**config.mk**
```make
export PLATFORM = sky130hd
export DESIGN_NAME = supmon_ctrl
export DESIGN_NICKNAME = d
export VERILOG_FILES = /design/src/rtl/_unused_placeholder_none.sv /design/src/rtl/supmon_pkg.sv /design/src/rtl/supmon_ctrl.sv /design/src/rtl/supmon_sar.sv
export SDC_FILE = /design/constraint.sdc
export NUM_CORES = 1
export LEC_CHECK = 0
export BUFFER_PORTS_ARGS = -buffer_cell sky130_fd_sc_hd__buf_2
export CORE_UTILIZATION = 50
export DETAILED_ROUTE_END_ITERATION = 10
export PLACE_DENSITY_LB_ADDON = 0.12
export SYNTH_ARGS = -nofsm -noshare
export SYNTH_HDL_FRONTEND = slang
export SYNTH_SLANG_ARGS = --single-unit
```
**constraint.sdc**
```tcl
create_clock -name clk_sys -period 3 [get_ports clk_sys]
set_clock_uncertainty 0.2 [all_clocks]
set_input_delay 0.6 -clock clk_sys [delete_from_list [all_inputs] [get_ports clk_sys]]
set_output_delay 0.6 -clock clk_sys [all_outputs]
set_load 0.01 [all_outputs]
```
**src/rtl/_unused_placeholder_none.sv**
```systemverilog
// Intentionally empty file slot not used
`timescale 1ns/1ps
`default_nettype none
`default_nettype wire

```
**src/rtl/supmon_pkg.sv**
```systemverilog
// Constants and types shared by the supply monitor control block
package supmon_pkg;

  // Register map and field layout
  localparam logic [15:0] SUPMON_REG_ADDR = 16'hFF12; // Control/status byte
  localparam int unsigned LEVEL_LSB       = 0;        // Level field low bit
  localparam int unsigned LEVEL_MSB       = 3;        // Level field high bit
  localparam int unsigned CONT_BIT        = 4;        // Continuous ctrl/busy
  localparam int unsigned PER_BIT         = 5;        // Periodic ctrl

  // Values after reset
  localparam logic       CONT_RST  = 1'b0; // Continuous bit
  localparam logic       PER_RST   = 1'b0; // Periodic bit
  localparam logic [3:0] LEVEL_RST = 4'h0; // Result before first sample
  localparam logic       INIT_RST  = 1'b1; // First sample pending

  // Timing of the low-speed side
  localparam int unsigned OSC_FREQ_HZ  = 32768; // Low-speed oscillator
  localparam int unsigned TICK_FREQ_HZ = 2048;  // Conversion tick
  localparam logic [3:0]  OSC_DIV_LAST = 4'((OSC_FREQ_HZ / TICK_FREQ_HZ) - 1);
  localparam int unsigned CONV_TIME_US = 7800;  // One conversion
  localparam int unsigned CONV_TICKS   = (CONV_TIME_US * TICK_FREQ_HZ + 999999) / 1000000;
  localparam logic [3:0]  CONV_LAST    = 4'(CONV_TICKS - 1);
  localparam int unsigned PERIOD_S     = 4;     // Periodic interval
  localparam logic [13:0] PERIOD_TICKS_DEF = 14'(PERIOD_S * TICK_FREQ_HZ);

  // Converter and low-voltage reset values
  localparam logic [3:0] SAR_INIT       = 4'h8; // First trial code
  localparam logic [3:0] LEVEL_ZERO     = 4'h0; // Lowest level
  localparam logic [3:0] LVR_RELEASE    = 4'h2; // Recovery level
  localparam logic [2:0] LVR_ZERO_LAST  = 3'h3; // Fourth zero trips

  // Register port request
  typedef struct packed {
    logic [15:0] addr;  // Byte address
    logic [7:0]  wdata; // Write data
    logic        wr;    // Write strobe
    logic        rd;    // Read strobe
  } supmon_bus_req_t;

  // Analog front end controls
  typedef struct packed {
    logic       en;    // Front end powered
    logic [3:0] trial; // Trial code for comparator
  } supmon_afe_t;

  // Sleep handling states
  typedef enum logic [2:0] {
    PWR_RUN   = 3'b001,
    PWR_WAIT  = 3'b010,
    PWR_SLEEP = 3'b100
  } supmon_pwr_t;

  // Converter states
  typedef enum logic [1:0] {
    CONV_IDLE = 2'b01,
    CONV_BUSY = 2'b10
  } supmon_conv_t;

endpackage : supmon_pkg

```
**src/rtl/supmon_ctrl.sv**
```systemverilog
// Supply monitor control: modes, sleep, low-voltage reset, register
//
// Decided for this implementation: the plain strobed port.
`timescale 1ns/1ps
`default_nettype none
// Function
// - Two control bits select off, periodic, continuous
// - Continuous bit reads busy in both modes
// - Sleep waits for conversion, clears both bits
// - Result latched, held until next conversion
// - Conversion 7.8 ms; early read gives old
// - Result is plain binary level 0..15
// - Continuous: tick-aligned, 16 ticks, back to back
// - Clearing continuous finishes current conversion first
// - Periodic: one conversion every four seconds
// - Clearing periodic finishes conversion; busy only converting
// - Four level-0 results force continuous, reset
// - Reset held until level two or above
// - Release restores the earlier sampling mode
// - One hardware conversion after reset, busy shown
// - Reset and sleep clear both control bits
// - Level D0-D3, continuous D4, periodic D5
module supmon_ctrl #(
  parameter logic        LVR_ENABLE   = 1'b1,                         // Low-voltage reset option
  parameter logic [13:0] PERIOD_TICKS = supmon_pkg::PERIOD_TICKS_DEF  // Ticks per period
) (
  input  wire logic                        clk_sys,           // System clock
  input  wire logic                        rst,               // Async reset, high
  input  wire supmon_pkg::supmon_bus_req_t bus,               // Register request
  output var  logic [7:0]                  rdata,             // Read data, next cycle
  input  wire logic                        osc_in,            // Low-speed oscillator pin
  input  wire logic                        comp_in,           // Comparator pin
  input  wire logic                        sleep_instruction, // Sleep executed, level
  output var  supmon_pkg::supmon_afe_t     afe,               // Front end controls
  output var  logic                        osc_stop_ok,       // Oscillator may stop
  output var  logic                        lvr_reset          // Internal initial reset
);
  import supmon_pkg::*;

  // Agreement filter behind the three-stage synchronisers
  function automatic logic sync_agree(
    input logic s2,
    input logic s3,
    input logic cur
  );
    sync_agree = (s2 == s3) ? s3 : cur;
  endfunction : sync_agree

  // Pin synchronisers
  logic [2:0]  osc_sync;     // Oscillator stages
  logic        osc_filt;     // Filtered oscillator
  logic        osc_prev;     // Previous filtered value
  logic [2:0]  comp_sync;    // Comparator stages
  logic        comp_filt;    // Filtered comparator

  // Divider state
  logic [3:0]  div_cnt;      // Oscillator edges per tick
  logic        tick;         // 2,048 Hz tick pulse
  logic [13:0] period_cnt;   // Ticks within period

  // Control state
  logic        cont_ctrl;    // Continuous control bit
  logic        per_ctrl;     // Periodic control bit
  logic        init_pending; // First sample still owed
  supmon_pwr_t pwr;          // Sleep handling state
  supmon_pwr_t next_pwr;     // Next sleep state
  logic        sleep_prev;   // Sleep input last cycle

  // Low-voltage reset state
  logic [2:0]  zero_cnt;     // Consecutive zero results
  logic        saved_cont;   // Continuous bit before trip
  logic        saved_per;    // Periodic bit before trip

  // Converter handshake
  logic        conv_busy;    // Conversion running
  logic        conv_done;    // Result latched pulse
  logic [3:0]  level;        // Latched level

  // Oscillator edge and tick decode
  wire osc_rise   = osc_filt & ~osc_prev;
  wire div_wrap   = (div_cnt == OSC_DIV_LAST);
  wire period_end = (period_cnt == (PERIOD_TICKS - 14'h1));

  // The periodic trigger is only meaningful on a tick
  wire period_hit = tick & period_end;

  // Register decode
  wire reg_sel = (bus.addr == SUPMON_REG_ADDR);
  wire is_run  = (pwr == PWR_RUN);

  // Writes are ignored while sleep is pending or active
  wire wr_hit  = bus.wr & reg_sel & is_run;
  wire rd_hit  = bus.rd & reg_sel;

  // Busy reads through the continuous bit, also while the first sample is owed
  wire busy_view = cont_ctrl | conv_busy | init_pending;

  // Status byte; the two top bits are always zero
  wire [7:0] status_byte = {2'b00, per_ctrl, busy_view, level};

  // Mode selection: continuous wins over periodic
  wire want_cont = cont_ctrl | lvr_reset;
  wire want_per  = per_ctrl & ~cont_ctrl & period_hit;

  // New conversions only run while running; a start in the sleep edge cycle
  // would power the front end just as the oscillator is released
  wire may_start = is_run & ~sleep_instruction;

  // Start or continue request seen by the converter
  wire start_req = may_start & (want_cont | want_per | init_pending);

  // A fresh conversion is accepted on an idle tick
  wire start_take = tick & ~conv_busy & start_req;

  // Sleep entry from the instruction edge
  wire sleep_rise  = sleep_instruction & ~sleep_prev;
  wire sleep_enter = is_run & sleep_rise;

  // Low-voltage reset decode
  wire got_zero    = conv_done & (level == LEVEL_ZERO);
  wire lvr_trip    = LVR_ENABLE & got_zero & ~lvr_reset &
                     (zero_cnt == LVR_ZERO_LAST);
  wire lvr_release = lvr_reset & conv_done &
                     (level >= LVR_RELEASE);

  // Oscillator and comparator synchronisers
  always_ff @(posedge clk_sys or posedge rst) begin
    if (rst) begin
      osc_sync  <= 3'h0;
      osc_filt  <= 1'b0;
      osc_prev  <= 1'b0;
      comp_sync <= 3'h0;
      comp_filt <= 1'b0;
    end else begin
      // Stage 0 only feeds stage 1
      osc_sync  <= {osc_sync[1:0], osc_in};
      osc_filt  <= sync_agree(osc_sync[1], osc_sync[2], osc_filt);
      osc_prev  <= osc_filt;
      comp_sync <= {comp_sync[1:0], comp_in};
      comp_filt <= sync_agree(comp_sync[1], comp_sync[2], comp_filt);
    end
  end

  // Tick divider; runs free so conversions stay tick-aligned
  always_ff @(posedge clk_sys or posedge rst) begin
    if (rst) begin
      div_cnt <= 4'h0;
      tick    <= 1'b0;
    end else begin
      tick <= osc_rise & div_wrap;
      if (osc_rise) begin
        div_cnt <= div_wrap ? 4'h0 : div_cnt + 4'h1;
      end
    end
  end

  // Period counter; wraps every four seconds of ticks
  always_ff @(posedge clk_sys or posedge rst) begin
    if (rst) begin
      period_cnt <= 14'h0;
    end else if (tick) begin
      period_cnt <= period_end ? 14'h0 : period_cnt + 14'h1;
    end
  end

  // Next sleep state
  always_comb begin
    next_pwr = pwr;
    unique case (pwr)
      PWR_RUN: begin
        if (sleep_rise) begin
          // Hold the oscillator while a sample is in flight
          next_pwr = conv_busy ? PWR_WAIT : PWR_SLEEP;
        end
      end
      PWR_WAIT: begin
        if (!conv_busy) begin
          next_pwr = PWR_SLEEP;
        end
      end
      PWR_SLEEP: begin
        if (!sleep_instruction) begin
          next_pwr = PWR_RUN;
        end
      end
      default: begin
        // Illegal code falls back to running
        next_pwr = PWR_RUN;
      end
    endcase
  end

  // Sleep state and oscillator release
  always_ff @(posedge clk_sys or posedge rst) begin
    if (rst) begin
      pwr         <= PWR_RUN;
      sleep_prev  <= 1'b0;
      osc_stop_ok <= 1'b0;
    end else begin
      pwr         <= next_pwr;
      sleep_prev  <= sleep_instruction;
      osc_stop_ok <= (next_pwr == PWR_SLEEP);
    end
  end

  // Control bits: sleep clears, release restores, else software
  always_ff @(posedge clk_sys or posedge rst) begin
    if (rst) begin
      cont_ctrl <= CONT_RST;
      per_ctrl  <= PER_RST;
    end else if (sleep_enter) begin
      cont_ctrl <= 1'b0;
      per_ctrl  <= 1'b0;
    end else if (lvr_release) begin
      cont_ctrl <= saved_cont;
      per_ctrl  <= saved_per;
    end else if (wr_hit) begin
      // Clearing a bit never cuts a conversion short
      cont_ctrl <= bus.wdata[CONT_BIT];
      per_ctrl  <= bus.wdata[PER_BIT];
    end
  end

  // First hardware sample after reset
  always_ff @(posedge clk_sys or posedge rst) begin
    if (rst) begin
      init_pending <= INIT_RST;
    end else if (start_take) begin
      init_pending <= 1'b0;
    end
  end

  // Zero-run counter and forced-reset latch
  always_ff @(posedge clk_sys or posedge rst) begin
    if (rst) begin
      zero_cnt   <= 3'h0;
      lvr_reset  <= 1'b0;
      saved_cont <= CONT_RST;
      saved_per  <= PER_RST;
    end else begin
      if (lvr_trip || (conv_done && !got_zero)) begin
        zero_cnt <= 3'h0;
      end else if (got_zero && zero_cnt != LVR_ZERO_LAST) begin
        zero_cnt <= zero_cnt + 3'h1;
      end
      if (lvr_trip) begin
        // Keep the mode so release can put it back
        lvr_reset  <= 1'b1;
        saved_cont <= cont_ctrl;
        saved_per  <= per_ctrl;
      end else if (lvr_release) begin
        lvr_reset  <= 1'b0;
      end
    end
  end

  // Read data stands for one cycle, zero otherwise
  always_ff @(posedge clk_sys or posedge rst) begin
    if (rst) begin
      rdata <= 8'h00;
    end else begin
      rdata <= rd_hit ? status_byte : 8'h00;
    end
  end

  // Converter; results come back with the done pulse
  supmon_sar u_sar (
    .clk_sys    (clk_sys),
    .rst        (rst),
    .tick       (tick),
    .start_req  (start_req),
    .comp_above (comp_filt),
    .busy       (conv_busy),
    .done       (conv_done),
    .result     (level),
    .afe        (afe)
  );

endmodule : supmon_ctrl
`default_nettype wire

```
**src/rtl/supmon_sar.sv**
```systemverilog
// Successive-approximation sequencer for the supply monitor
`timescale 1ns/1ps
`default_nettype none
module supmon_sar (
  input  wire logic              clk_sys,    // System clock
  input  wire logic              rst,        // Async reset, high
  input  wire logic              tick,       // Conversion tick pulse
  input  wire logic              start_req,  // Start/continue request
  input  wire logic              comp_above, // Supply above trial
  output var  logic              busy,       // Conversion running
  output var  logic              done,       // Result latched pulse
  output var  logic [3:0]        result,     // Latched level
  output var  supmon_pkg::supmon_afe_t afe   // Front end controls
);
  import supmon_pkg::*;

  supmon_conv_t state;     // Converter state
  logic [3:0]   step;      // Tick within conversion
  logic [3:0]   trial;     // Current trial code

  // One bit is decided every fourth tick, high bit first
  wire       decide   = (step[1:0] == 2'h3);
  wire [1:0] bit_sel  = 2'h3 - step[3:2];
  wire [3:0] bit_mask = 4'h1 << bit_sel;
  wire [3:0] kept     = comp_above ? trial : (trial & ~bit_mask);
  wire [3:0] next_trial = decide ? (kept | (bit_mask >> 1)) : trial;

  assign afe = '{en: busy, trial: trial};

  // Sequencer; result only moves at the end so reads see the old one
  always_ff @(posedge clk_sys or posedge rst) begin
    if (rst) begin
      state  <= CONV_IDLE;
      busy   <= 1'b0;
      done   <= 1'b0;
      step   <= 4'h0;
      trial  <= SAR_INIT;
      result <= LEVEL_RST;
    end else begin
      done <= 1'b0;
      unique case (state)
        CONV_IDLE: begin
          if (tick && start_req) begin
            state <= CONV_BUSY;
            busy  <= 1'b1;
            step  <= 4'h0;
            trial <= SAR_INIT;
          end
        end
        CONV_BUSY: begin
          if (tick && step == CONV_LAST) begin
            result <= kept;
            done   <= 1'b1;
            step   <= 4'h0;
            trial  <= SAR_INIT;
            if (!start_req) begin
              state <= CONV_IDLE;
              busy  <= 1'b0;
            end
          end else if (tick) begin
            step  <= step + 4'h1;
            trial <= next_trial;
          end
        end
      endcase
    end
  end

endmodule : supmon_sar
`default_nettype wire

```
Yosys cells after proc, flatten, opt, wreduce, memory -nomap -nowiden --
Cells that the tools add are included.
Cells by class: $add $sub $neg 5, magnitude comparators 1, equal/unequal tests 20, shift operators 1, mux-type cells 38, bitwise gates (word level) 33, reduce and logical (&&, ||, !) cells 14
Operators with widths (number):
- $mux 4 | 9
- $and 1x1->1 | 19
- $mux 3 | 6
- $eq 16x16->1 const B | 1
- $pmux 4 s2 | 2
- $add 14x1->14 const B | 1
- $eq 14x13->1 const B | 1
- $mux 14 | 1
- $mux 1 | 13
- $pmux 3 s3 | 1
- $add 4x1->4 const B | 2
- $eq 4x4->1 const B | 2
- $eq 3x2->1 const B | 2
- $eq 3x3->1 const B | 2
- $mux 2 | 3
- $mux 6 | 1
- $ne 3x2->1 const B | 2
- $not 1->1 | 6
- $reduce_and 3->1 | 2
- $or 1x1->1 | 5
- $and 4x4->4 | 1
- $eq 2x2->1 const B | 2
- $ge 4x2->1 const B | 1
- $logic_and 1x1->1 | 4
- other kinds (19) | 23
Storage, ports and cells: bits in registers 64, output and inout port bits 15

Depth between registers and ports, before layout --
Gate-level depths: netlist of the first run.
depth after elaboration 10, mapped depth 6, mapped depth without buffers 6

Modules after synthesis --
From an unflattened synthesis of the first run, not the netlist that was laid out.
Second synthesis, totals: cell total of the unflattened synthesis 259, area total of the unflattened synthesis 2850.2 um^2
By module, submodules not included:
- supmon_ctrl | instances 1, cells an instance 179, area an instance 2070.7 um^2, seq. area each 1203.7 um^2
- supmon_sar | instances 1, cells an instance 80, area an instance 779.5 um^2, seq. area each 377.9 um^2

Worst setup path after synthesis of the first run --
No wires, ideal clock.
kind input to register, from in bus[12] (netlist bit), to reg cont_ctrl, arrival 1.645 ns, setup slack 1.030 ns, stages on the path 5, cell sequence nor4b_1 nand2_1 nor3_2 a41oi_1 mux2_2
On the way: word-level cells in the longest chain between the ends 4
Ends and longest elaborated chain:
- from (decl) | RTL line supmon_ctrl.sv:29 | input wire supmon_pkg::supmon_bus_req_t bus,
- $eq 16x16->1 | RTL line supmon_ctrl.sv:88 | wire reg_sel = (bus.addr == SUPMON_REG_ADDR);
- $and 1x1->1 (2 in a row) | RTL line supmon_ctrl.sv:92 | wire wr_hit = bus.wr & reg_sel & is_run;
- $reduce_bool 3->1 (no line)
- to (signal assigned) | RTL line supmon_ctrl.sv:215 | cont_ctrl <= saved_cont;
- to (signal assigned) | RTL line supmon_ctrl.sv:219 | cont_ctrl <= bus.wdata[CONT_BIT];
- to (decl) | RTL line supmon_ctrl.sv:62 | logic cont_ctrl;
Every way passes these cells. A chain may end at the register's enable or synchronous reset.

Worst setup path after layout of the first run --
from reg period_cnt[0], to reg u_sar.step[0]
On the way: word-level cells in the longest chain between the ends 9
Ends and longest elaborated chain:
- from (decl) | RTL line supmon_ctrl.sv:59 | logic [13:0] period_cnt;
- from (signal assigned) | RTL line supmon_ctrl.sv:162 | period_cnt <= period_end ? 14'h0 : period_cnt + 14'h1;
- $eq 14x13->1 | RTL line supmon_ctrl.sv:82 | wire period_end = (period_cnt == (PERIOD_TICKS - 14'h1));
- $and 1x1->1 | RTL line supmon_ctrl.sv:85 | wire period_hit = tick & period_end;
- $and 1x1->1 | RTL line supmon_ctrl.sv:103 | wire want_per = per_ctrl & ~cont_ctrl & period_hit;
- $or 1x1->1 (2 in a row) | RTL line supmon_ctrl.sv:110 | wire start_req = may_start & (want_cont | want_per | init_pending);
- $and 1x1->1 | RTL line supmon_ctrl.sv:110
- $logic_and 1x1->1 | RTL line supmon_sar.sv:43 | if (tick && start_req) begin
- $ne 2x1->1 (no line)
- $reduce_and 2->1 (no line)
- to (signal assigned) | RTL line supmon_sar.sv:61 | step <= step + 4'h1;
- to (decl) | RTL line supmon_sar.sv:18 | logic [3:0] step;
Every way passes these cells.

==> qor.csv, run 1 <==
metric,value,unit
Worst VDD drop,423.3,uV
Chip Width,76.99,microns
average cell area after synthesis,11.52,sq um
initial antenna violation count,0,
Worst path max stage delay,0.38,ns
Placement Rows,26,
vias in the first global route,1870,
vias after detailed routing,1951,
final worst path period share,71.00,%
leakage power of the design,1.538,nW
share of flip-flops with an asynchronous set or reset after synthesis,100.0,%
Post-Syn Instances,244,
post-synth design cell area,2811,sq um
nature of the critical path startpoint,register,
last weighted congestion value of the routability-driven placer,0.7802,
CTS sink cnt,63,
per-cell routed wire length,13.24,microns
gr usage total,18.14,%
net total in the final layout,328,
via density per instance,5.331,
Final Non-Filler Cells,366,
Final ANT Viol Nets,0,
Resized cells post-CTS,0,
Layout Area Growth over Synthesis,14.73,%
number of hold-slack violations in the final timing report,0,
RSZ-0062 raised after global routing,no,
buffer depth of the longest clock path,2,
cell type with the largest total area after synthesis,dfrtp_1,
pin count of the biggest net entering global routing,64,
clock latency on the worst-skew pair,0.34,ns
ranking of synthesized cells by area,"dfrtp_1 (53%), dfstp_2 (3.7%), mux2_2 (3.6%), nor2_1 (2.5%), xnor2_1 (2.5%)",
starting utilization of the core area,53.35,%
first-pass detailed-route iteration total,5,
floorplan die area,5927,sq um
total of flip-flops plus latches after synthesis,63,
minimum clock period,2.130,ns
number of primary I/O pins,46,
number of filler instances in the final layout,475,
clock root cell,clkbuf_8,
biggest fanout along the worst timing path,4,
path type of the worst setup path,reg2reg,
signal arrival time at the worst endpoint,2.13,ns
Hold Path Class,reg2reg,
final count of negative-setup-slack endpoints,0,
required time at the endpoint of the critical path,3.00,ns
area share of the leading cell type in the synthesized netlist,52.51,%
total wire length,4.847,mm
status,completed,
Inserted Clock Buffers,9,
final slew viol count,0,
quantity of hold-fixing buffers added after cts,0,
Port Buffers,37,
number of flops mapped to enable cells by yosys,0,
share of post-route cells with drive strength above 1,26.01,%
worst-margin pin slew,0.7543,ns
core outline area,5270,sq um
sequential fraction of the synthesis area,56.25,%
die height,76.99,microns
f_max,469.5,MHz
count of unique library cells instantiated by Yosys,53,
antenna fix cells,0,
first-pass GRT wire length,8.349,mm
number of buffers inserted by post-CTS setup repair,0,
Most used DFF post-synth,dfrtp_1,
Clock H-tree levels,3,
max capacitance violation total,0,
"Critical Path, Cell by Cell","ha_1, nand4_1, nor4_4, o21ai_2, a21boi_0, mux2i_1",
register clock-pin slew on the reported worst setup and hold paths,0.06,ns
CTS tree,yes,
warning count from the yosys run,0,
type of element capturing the critical path,register,
cell total after placement,351,
leftover overflow at the end of global routing,0,
remaining max-slew budget at the tightest pin,49.71,%
Final TNS setup,0,ns
power per standard cell area,559.5,nW/um^2
count of routing violations after the opening detailed-route iteration,114,
DPL Wire Length,3.312,mm
Crit-path slowest cell,dfrtp_1,
DRC,0,
## state kept, by name, summed over array words and instances (netlist names), 4 cells and up
name          cells
div_cnt           4
period_cnt       14
rdata             6
u_sar.result      4
u_sar.step        4
u_sar.trial       4
## layer usage
layer  global-route usage (%)  part of all wire [%]  up-vias
met3                    4.643                   5.4        4
met1                    23.50                    48      929
li1                         -                     -      966
met2                    28.04                    46       52
met5                        0                     0        -
met4                    9.623                  0.60        0
## worst max-delay path: cells and delay by family (launching register included)
kind / cells / cell delay [ns]
DFF: 1 / 0.38
and+or+nand+nor: 2 / 0.59
AOI/OAI and AO/OA: 2 / 0.46
muxes: 1 / 0.14
adders and majority gates: 1 / 0.22
## where the power goes
| part | leakage [nW] | switching (mW) | internal, mW |
|---|---|---|---|
| logic | 0.651 | 0.106 | 0.110 |
| clock network | 0.0773 | 0.291 | 0.293 |
| registers | 0.810 | 0.0768 | 0.927 |
| total | 1.54 | 0.474 | 1.33 |
## kinds of logic (layout without fill, tap and decap cells)
kind of cell,Yosys count,count (layout),share of synthesized area (%)
compound gates,37,37,8.902
xor+xnor,13,13,4.050
fa+ha+maj,7,7,2.937
buf+inv,15,66,2.670
flops,63,63,56.25
mux,13,13,5.029
other cells,1,2,0.1334
simple gates,95,95,20.03
## synthesized netlist by cell type (2+ instances only)
master,number
dfrtp_1,59
nor2_1,19
nand2_1,17
inv_1,11
o21ai_0,11
mux2_2,9
nand4_1,9
nand3_1,8
xnor2_1,8
a21oi_1,6
and3_1,6
nor3_1,6
ha_1,5
or3_1,5
xor2_1,5
dfstp_2,4
mux2i_1,4
a22o_1,3
buf_4,3
nand2b_1,3
nor2b_1,3
nor3b_1,3
a41oi_1,2
maj3_1,2
nand3b_1,2
nor4b_1,2
o22ai_1,2
o32ai_1,2
## cell type report
| type | instances | area (sq um) | area share (%) |
|---|---|---|---|
| clock inverter | 2 | 10.01 | 0.3103 |
| clock buffer | 13 | 138.9 | 4.306 |
| timing repair buffer | 40 | 207.7 | 6.439 |
| tap | 70 | 87.58 | 2.715 |
| inverter | 11 | 41.29 | 1.280 |
| sequential | 63 | 1582 | 49.03 |
| multi-input combinational | 167 | 1159 | 35.92 |
## path summary, 6_finish.rpt
path / slack, ns / from / to / cells past startpoint
max: 0.87 / period_cnt[0]$_DFFE_PP0P_ / u_sar.step[0]$_DFFE_PP0P_ / 6
min: 0.15 / osc_sync[0]$_DFF_PP0_ / osc_sync[1]$_DFF_PP0_ / 0
max in group asynchronous: 1.83 / rst / pwr[1]$_DFF_PP0_ / 3
min reg2reg: 0.15 / osc_sync[0]$_DFF_PP0_ / osc_sync[1]$_DFF_PP0_ / 0
max reg2reg: 0.87 / period_cnt[0]$_DFFE_PP0P_ / u_sar.step[0]$_DFFE_PP0P_ / 6
min in group asynchronous: 0.27 / rst / osc_sync[1]$_DFF_PP0_ / 3
## placed cells by master, fill, tap and decap left out, drive strengths merged, types with 2 or more instances in the layout
cell type  netlist  routed
a41oi            2       2
xor2             5       5
o32ai            2       2
clkinv           0       2
nand3            8       8
and3             6       6
or3              5       5
ha               5       5
nor3b            4       4
buf              4      40
nor4b            3       3
nor3             7       7
nand3b           2       2
o21ai           12      12
nor2            19      19
mux2             9       9
a21oi            6       6
conb             1       2
o22ai            2       2
or2              2       2
mux2i            4       4
dfrtp           59      59
nand2b           3       3
inv             11      11
nand2           17      17
clkbuf           0      13
maj3             2       2
dfstp            4       4
nor2b            3       3
xnor2            8       8
nand4           11      11
a22o             3       3
## metrics by stage
step | hold slack, ns | power [mW] | utilization [%] | setup slack, ns | cell area (sq um)
after floorplan | 0.1312 | 1.168 | - | 0.6369 | 2815
final | 0.1512 | 1.805 | 61.21 | 0.8701 | 3226
after global placement | 0.1365 | 1.227 | 58.38 | 0.8054 | 3077
after detailed placement | 0.1364 | 1.234 | 58.38 | 0.7730 | 3077
after CTS | 0.1552 | 1.828 | 61.21 | 0.8610 | 3226
after global routing | 0.1539 | 1.903 | 61.21 | 0.6905 | 3226
Power figures use the tool's default switching activity.
==> inputs of run 2 (changes only) <==
- ABC_AREA: default -> 1
- clock period: 3 -> 1.98 ns (I/O delays scaled with it)
==> run 2 against run 1 <==
Sequential share of layout area fell by 3.9 points. Routed wire length increased by 4.4%. Clock-buffer cell count rose by 1. Hold slack worse by 0.14 ns. Area after synthesis up 4.6%. Flip-flop and latch count unchanged. Non-clock buffer count grew 4. Cell area is 8.7% higher. Die area increased by 4.5%.
==> qor.csv, run 2 <==
metric,value,unit,change
final slew viol count,0,,unchanged
core outline area,5574,sq um,+5.8%
count of unique library cells instantiated by Yosys,35,,-34%
net total in the final layout,415,,+27%
RSZ-0062 raised after global routing,no,,
most frequent cells after synthesis,"nand2_1 (60), dfrtp_1 (59), inv_1 (44)",,
via density per instance,5.039,,-5.5%
final worst path period share,92.88,%,+22 points
leftover overflow at the end of global routing,0,,unchanged
pin count of the biggest net entering global routing,64,,unchanged
gr usage total,18.99,%,+0.85 points
CTS tree,yes,,
number of flops mapped to enable cells by yosys,0,,unchanged
f_max,543.8,MHz,+16%
type of element capturing the critical path,register,,
DRC,0,,unchanged
vias in the first global route,2107,,+13%
minimum clock period,1.839,ns,-0.2909 ns
"commonest non-fill, non-tap cells in the layout","nand2_1 (60), dfrtp_1 (59), inv_1 (43), nor2_1 (37), buf_2 (37)",,
first-pass detailed-route iteration total,4,,-1
last weighted congestion value of the routability-driven placer,0.8328,,+6.7%
status,completed,,
register name with the most flops,period_cnt,,
Placement Rows,27,,+3.8%
leakage power of the design,1.791,nW,+16%
Most used DFF post-synth,dfrtp_1,,
die height,78.69,microns,+2.2%
register clock-pin slew on the reported worst setup and hold paths,0.07,ns,about the same
vias after detailed routing,2298,,+18%
ranking of synthesized cells by area,"dfrtp_1 (50%), nand2_1 (7.7%), inv_1 (5.6%), nor2_1 (4.7%), dfstp_2 (3.6%)",,
sequential fraction of the synthesis area,53.79,%,-2.5 points
final core area utilization,62.87,%,+1.7 points
CTS sink cnt,63,,unchanged
Layout Area Growth over Synthesis,19.19,%,
antenna fix cells,0,,unchanged
warning count from the yosys run,0,,unchanged
Reg-to-Reg Start,period_cnt[0]$_DFFE_PP0P_,,
Worst VDD drop,665.2,uV,+57%
Hold Path Class,in2reg,,
count of routing violations after the opening detailed-route iteration,118,,+3.5%
Hold Startpoint,sleep_instruction,,
Chip Width,78.69,microns,+2.2%
share of post-route cells with drive strength above 1,23.70,%,-2.3 points
Final TNS setup,0,ns,unchanged
starting utilization of the core area,52.75,%,-0.60 points
max FFs per register,14,,unchanged
dominant cell by count in the synthesized netlist,nand2_1,,
"Critical Path, Cell by Cell","ha_4, nand2_4, inv_2, nand2_4, nor2_4, nand3_2, nand2_2, nand3_2, nand2_4, nand2_4, nand2_1, o21ai_2",,
Inserted Clock Buffers,9,,unchanged
Clock H-tree levels,3,,unchanged
floorplan die area,6191,sq um,+4.5%
Port Buffers,37,,unchanged
first-pass GRT wire length,8.866,mm,+6.2%
per-cell routed wire length,11.10,microns,-16%
Final ANT Viol Nets,0,,unchanged
area share of the leading cell type in the synthesized netlist,50.21,%,-2.3 points
clock latency on the worst-skew pair,0.34,ns,about the same
crit path launch,period_cnt[0]$_DFFE_PP0P_,,
share of flip-flops with an asynchronous set or reset after synthesis,100.0,%,unchanged
number of hold-slack violations in the final timing report,0,,unchanged
max capacitance violation total,0,,unchanged
crit-path most repeated cell,nand2_4,,
number of primary I/O pins,46,,unchanged
total wire length,5.061,mm,+4.4%
average cell area after synthesis,8.964,sq um,-22%
final standard cell area without fillers,3505,sq um,+8.7%
biggest fanout along the worst timing path,8,,+4
DPL Wire Length,3.727,mm,+13%
largest registers,"period_cnt x14, rdata x6",,
final count of negative-setup-slack endpoints,0,,unchanged
"most common cell after layout, fill and taps aside",nand2_1,,
clock root cell,clkbuf_8,,
path type of the worst setup path,reg2reg,,
cell type with the largest total area after synthesis,dfrtp_1,,
signal arrival time at the worst endpoint,1.87,ns,-0.26 ns
required time at the endpoint of the critical path,2.01,ns,-0.99 ns
initial antenna violation count,0,,unchanged
Post-Syn Instances,328,,+34%
buffer depth of the longest clock path,2,,unchanged
placed instance area,3204,sq um,+4.1%
post-synth design cell area,2940,sq um,+4.6%
Worst path max stage delay,0.40,ns,+0.02 ns
Crit-path slowest cell,dfrtp_1,,
total of flip-flops plus latches after synthesis,63,,unchanged
power per standard cell area,889.3,nW/um^2,+59%
nature of the critical path startpoint,register,,
## run 2: cell types whose count changed in the layout (fill, tap and decap cells not counted), sizes merged, moves of 4 or more
| cell | change |
|---|---|
| nor3 | +5 |
| nor2 | +23 |
| mux2 | -9 |
| or3 | -5 |
| and3 | -6 |
| mux2i | -4 |
| o21ai | +13 |
| inv | +38 |
| xnor2 | -5 |
| nand2 | +51 |
| nand3 | +10 |
## run 2: what timing repair did
item | CTS | global route
endpoints found under the setup margin | 0 | 8
resized for setup | 0 | 3
hold buffers | 3 | 0
setup buffers | 0 | 3
hold endpoints to repair | 61 | 0
## run 2: kinds of logic (layout without fill, tap and decap cells)
family                     after synthesis  after routing  synth area share, %
xor gates and xnor gates                 7              7                2.085
DFF                                     63             63                53.79
adders and majority gates                7              7                2.809
AOI/OAI and AO/OA                       38             38                7.362
and+or+nand+nor                        157            157                26.13
other                                    1              2               0.1275
buffers and inverters                   55            110                7.702
## run 2: layout make-up
type / instances / area (sq um)
Clock buffer: 14 / 192.7
Clock inverter: 2 / 35.03
Fill cell: 490 / 2069
Inverter: 50 / 191.4
Multi-Input combinational cell: 211 / 1156
Sequential cell: 63 / 1582
Tap cell: 72 / 90.09
Timing Repair Buffer: 44 / 257.7
## run 2: path summary, 6_finish.rpt
check | to | slack [ns] | cells past startpoint
min reg2reg | osc_sync[1]$_DFF_PP0_ | 0.16 | 0
min | sleep_prev$_DFF_PP0_ | 0.02 | 1
min in group asynchronous | comp_sync[2]$_DFF_PP0_ | 0.47 | 4
max | u_sar.step[2]$_DFFE_PP0P_ | 0.14 | 12
max in group asynchronous | pwr[0]$_DFF_PP1_ | 0.78 | 4
max reg2reg | u_sar.step[2]$_DFFE_PP0P_ | 0.14 | 12
## run 2: metrics by stage
step,setup slack [ns],power [mW],hold slack (ns),instances
6_report,0.1410,3.117,0.01552,456
5_1_grt,0.005044,3.282,0.01057,456
4_1_cts,0.08307,3.145,0.002094,453
2_1_floorplan,0.2858,1.805,0.1312,329
3_5_place_dp,0.08976,1.917,0.1363,434
3_3_place_gp,0.1234,1.902,0.1446,434
## run 2: power breakdown
group / leakage, nW / switching [mW] / internal, mW
Clock: 0.119 / 0.470 / 0.751
Combinational: 0.850 / 0.219 / 0.156
Sequential: 0.822 / 0.100 / 1.42
## run 2: routing by layer
layer	GRT usage [%]	wire length [microns]	vias up
li1	-	-	1155
met1	23.68	2282	1074
met5	0	0	-
met2	29.04	2366	61
met3	6.512	330	8
met4	10.00	82	0
## run 2: worst max-delay path: cells and delay by family (launching register included)
family,cells,cell delay [ns]
fa+ha+maj,1,0.16
compound gates,1,0.05
flops,1,0.40
simple gates,9,0.85
buf+inv,1,0.08
==> inputs of run 3 (changes only) <==
- CELL_PAD_IN_SITES_DETAIL_PLACEMENT: default -> 1
- CELL_PAD_IN_SITES_GLOBAL_PLACEMENT: default -> 2
- CORE_UTILIZATION: 50 -> 34
- PLACE_DENSITY_LB_ADDON: 0.12 -> 0.1
==> run 3 against run 2 <==
Clock-buffer cell count decreased by 4. Cell area grew 1.1%. Register-to-register slack improved by 0.02 ns. Combinational power is 5% higher. Clock power about the same. Total power increased by 0.24%. Setup slack better by 0.025 ns. Critical path depth decreased by 4. Utilization decreased by 20 points. Fmax is 1.4% higher. Highest routed layer unchanged.
==> qor.csv, run 3 (synthesis gave the netlist of run 2 again) <==
metric,value,unit,change
status,completed,,
"most common cell after layout, fill and taps aside",nand2_1,,
number of filler instances in the final layout,979,,+100%
final count of negative-setup-slack endpoints,0,,unchanged
number of primary I/O pins,46,,unchanged
Crit-path slowest cell,dlygate4sd3_1,,
DRC,0,,unchanged
nature of the critical path startpoint,input port,,
final core area utilization,42.68,%,-20 points
vias after detailed routing,2302,,+0.17%
max FFs per register,14,,unchanged
required time at the endpoint of the critical path,2.01,ns,about the same
minimum clock period,1.814,ns,-0.02481 ns
buffer depth of the longest clock path,2,,unchanged
die height,95.00,microns,+21%
via density per instance,4.688,,-7.0%
leftover overflow at the end of global routing,0,,unchanged
per-cell routed wire length,12.51,microns,+13%
Inserted Clock Buffers,9,,unchanged
"Critical Path, Cell by Cell","dlygate4sd3_1, buf_2, nor2_1, nand3_2, nand2_4, nand2_4, nand2_1, o21ai_2",,
Worst path max stage delay,0.53,ns,+0.13 ns
first-pass detailed-route iteration total,3,,-1
total wire length,6.141,mm,+21%
final standard cell area without fillers,3542,sq um,+1.1%
Final ANT Viol Nets,0,,unchanged
clock latency on the worst-skew pair,0.34,ns,about the same
Layout Area Growth over Synthesis,20.47,%,
number of hold-slack violations in the final timing report,0,,unchanged
Hold Slack,0.1539,ns,+0.1384 ns
floorplan die area,9024,sq um,+46%
Chip Width,95.00,microns,+21%
pin count of the biggest net entering global routing,64,,unchanged
antenna fix cells,0,,unchanged
post-route total power,3.124,mW,+0.24%
Final TNS setup,0,ns,unchanged
first-pass GRT wire length,10.81,mm,+22%
count of routing violations after the opening detailed-route iteration,43,,-64%
CTS tree,yes,,
power per standard cell area,882.0,nW/um^2,-0.82%
cell type group with the largest total delay on the critical path,simple AND/OR/NAND/NOR gates,,
max capacitance violation total,0,,unchanged
starting utilization of the core area,35.43,%,-17 points
crit-path most repeated cell,nand2_4,,
placed instance area,3268,sq um,+2.0%
Port Buffers,37,,unchanged
net total in the final layout,417,,+0.48%
final worst path period share,91.63,%,-1.3 points
Clock H-tree levels,3,,unchanged
gr usage total,15.80,%,-3.2 points
DPL Wire Length,4.527,mm,+21%
register name with the most flops,period_cnt,,
clock root cell,clkbuf_8,,
share of post-route cells with drive strength above 1,23.83,%,+0.14 points
"commonest non-fill, non-tap cells in the layout","nand2_1 (60), dfrtp_1 (58), inv_1 (43), nor2_1 (37), buf_2 (37)",,
vias in the first global route,2377,,+13%
f_max,551.2,MHz,+1.4%
Hold Path Class,reg2reg,,
largest registers,"period_cnt x14, rdata x6",,
CTS sink cnt,63,,unchanged
core outline area,8299,sq um,+49%
biggest fanout along the worst timing path,8,,unchanged
leakage power of the design,1.782,nW,-0.48%
Placement Rows,33,,+22%
last weighted congestion value of the routability-driven placer,0.6887,,-17%
final slew viol count,0,,unchanged
Worst VDD drop,372.4,uV,-44%
type of element capturing the critical path,register,,
register clock-pin slew on the reported worst setup and hold paths,0.07,ns,about the same
signal arrival time at the worst endpoint,1.84,ns,-0.03 ns
RSZ-0062 raised after global routing,no,,
initial antenna violation count,0,,unchanged
count of buffering cells on the critical path with inverters included,2,,+1
path type of the worst setup path,in2reg,,
==> run 3: power breakdown <==
group          leakage, nW  internal (mW)  switching, mW
Combinational        0.859          0.158          0.234
Sequential           0.820           1.42          0.104
Clock                0.102          0.704          0.504
Total                 1.78           2.28          0.842
==> run 3: final timing paths <==
kind                       cells past startpoint                         to                      start  slack (ns)
setup / recovery                               8  u_sar.step[3]$_DFFE_PP0P_          sleep_instruction        0.17
hold / removal                                 0      osc_sync[1]$_DFF_PP0_      osc_sync[0]$_DFF_PP0_        0.15
setup reg to reg                              12  u_sar.step[3]$_DFFE_PP0P_  period_cnt[1]$_DFFE_PP0P_        0.17
hold reg to reg                                0      osc_sync[1]$_DFF_PP0_      osc_sync[0]$_DFF_PP0_        0.15
max in group asynchronous                      4   init_pending$_DFFE_PP1P_                        rst        0.74
min in group asynchronous                      4     comp_sync[0]$_DFF_PP0_                        rst        0.50
==> run 3: final cells by class <==
class | instances | area [sq um] | share of cell area (%)
Clock buffer | 10 | 127.6 | 3.603
Clock inverter | 6 | 85.08 | 2.402
Inverter | 50 | 191.4 | 5.404
Multi-Input combinational cell | 211 | 1149 | 32.43
Sequential cell | 63 | 1583 | 44.68
Tap cell | 105 | 131.4 | 3.709
Timing Repair Buffer | 46 | 275.3 | 7.771
==> run 3: metal layers <==
| layer | up-vias | GRT usage [%] | share of wire (%) |
|---|---|---|---|
| met3 | 11 | 3.382 | 3.8 |
| met4 | 0 | 8.333 | 1.9 |
| met5 | - | 0 | 0 |
| li1 | 1154 | - | - |
| met2 | 38 | 24.82 | 47 |
| met1 | 1099 | 20.33 | 48 |
==> run 3: timing repair <==
| item | 4_1_cts | 5_1_grt |
|---|---|---|
| hold endpoints to repair | 62 | 0 |
| setup endpoints to repair | 0 | 10 |
| hold buffers | 4 | 0 |
| resized for setup | 0 | 3 |
| buffers inserted | 0 | 1 |
==> run 3: per-stage QoR <==
stage / setup slack, ns / cells
after CTS: 0.08076 / 490
final: 0.1658 / 491
after global routing: 0.01253 / 491
after global placement: 0.1374 / 470
after floorplan: 0.2858 / 329
after detailed placement: 0.1019 / 470
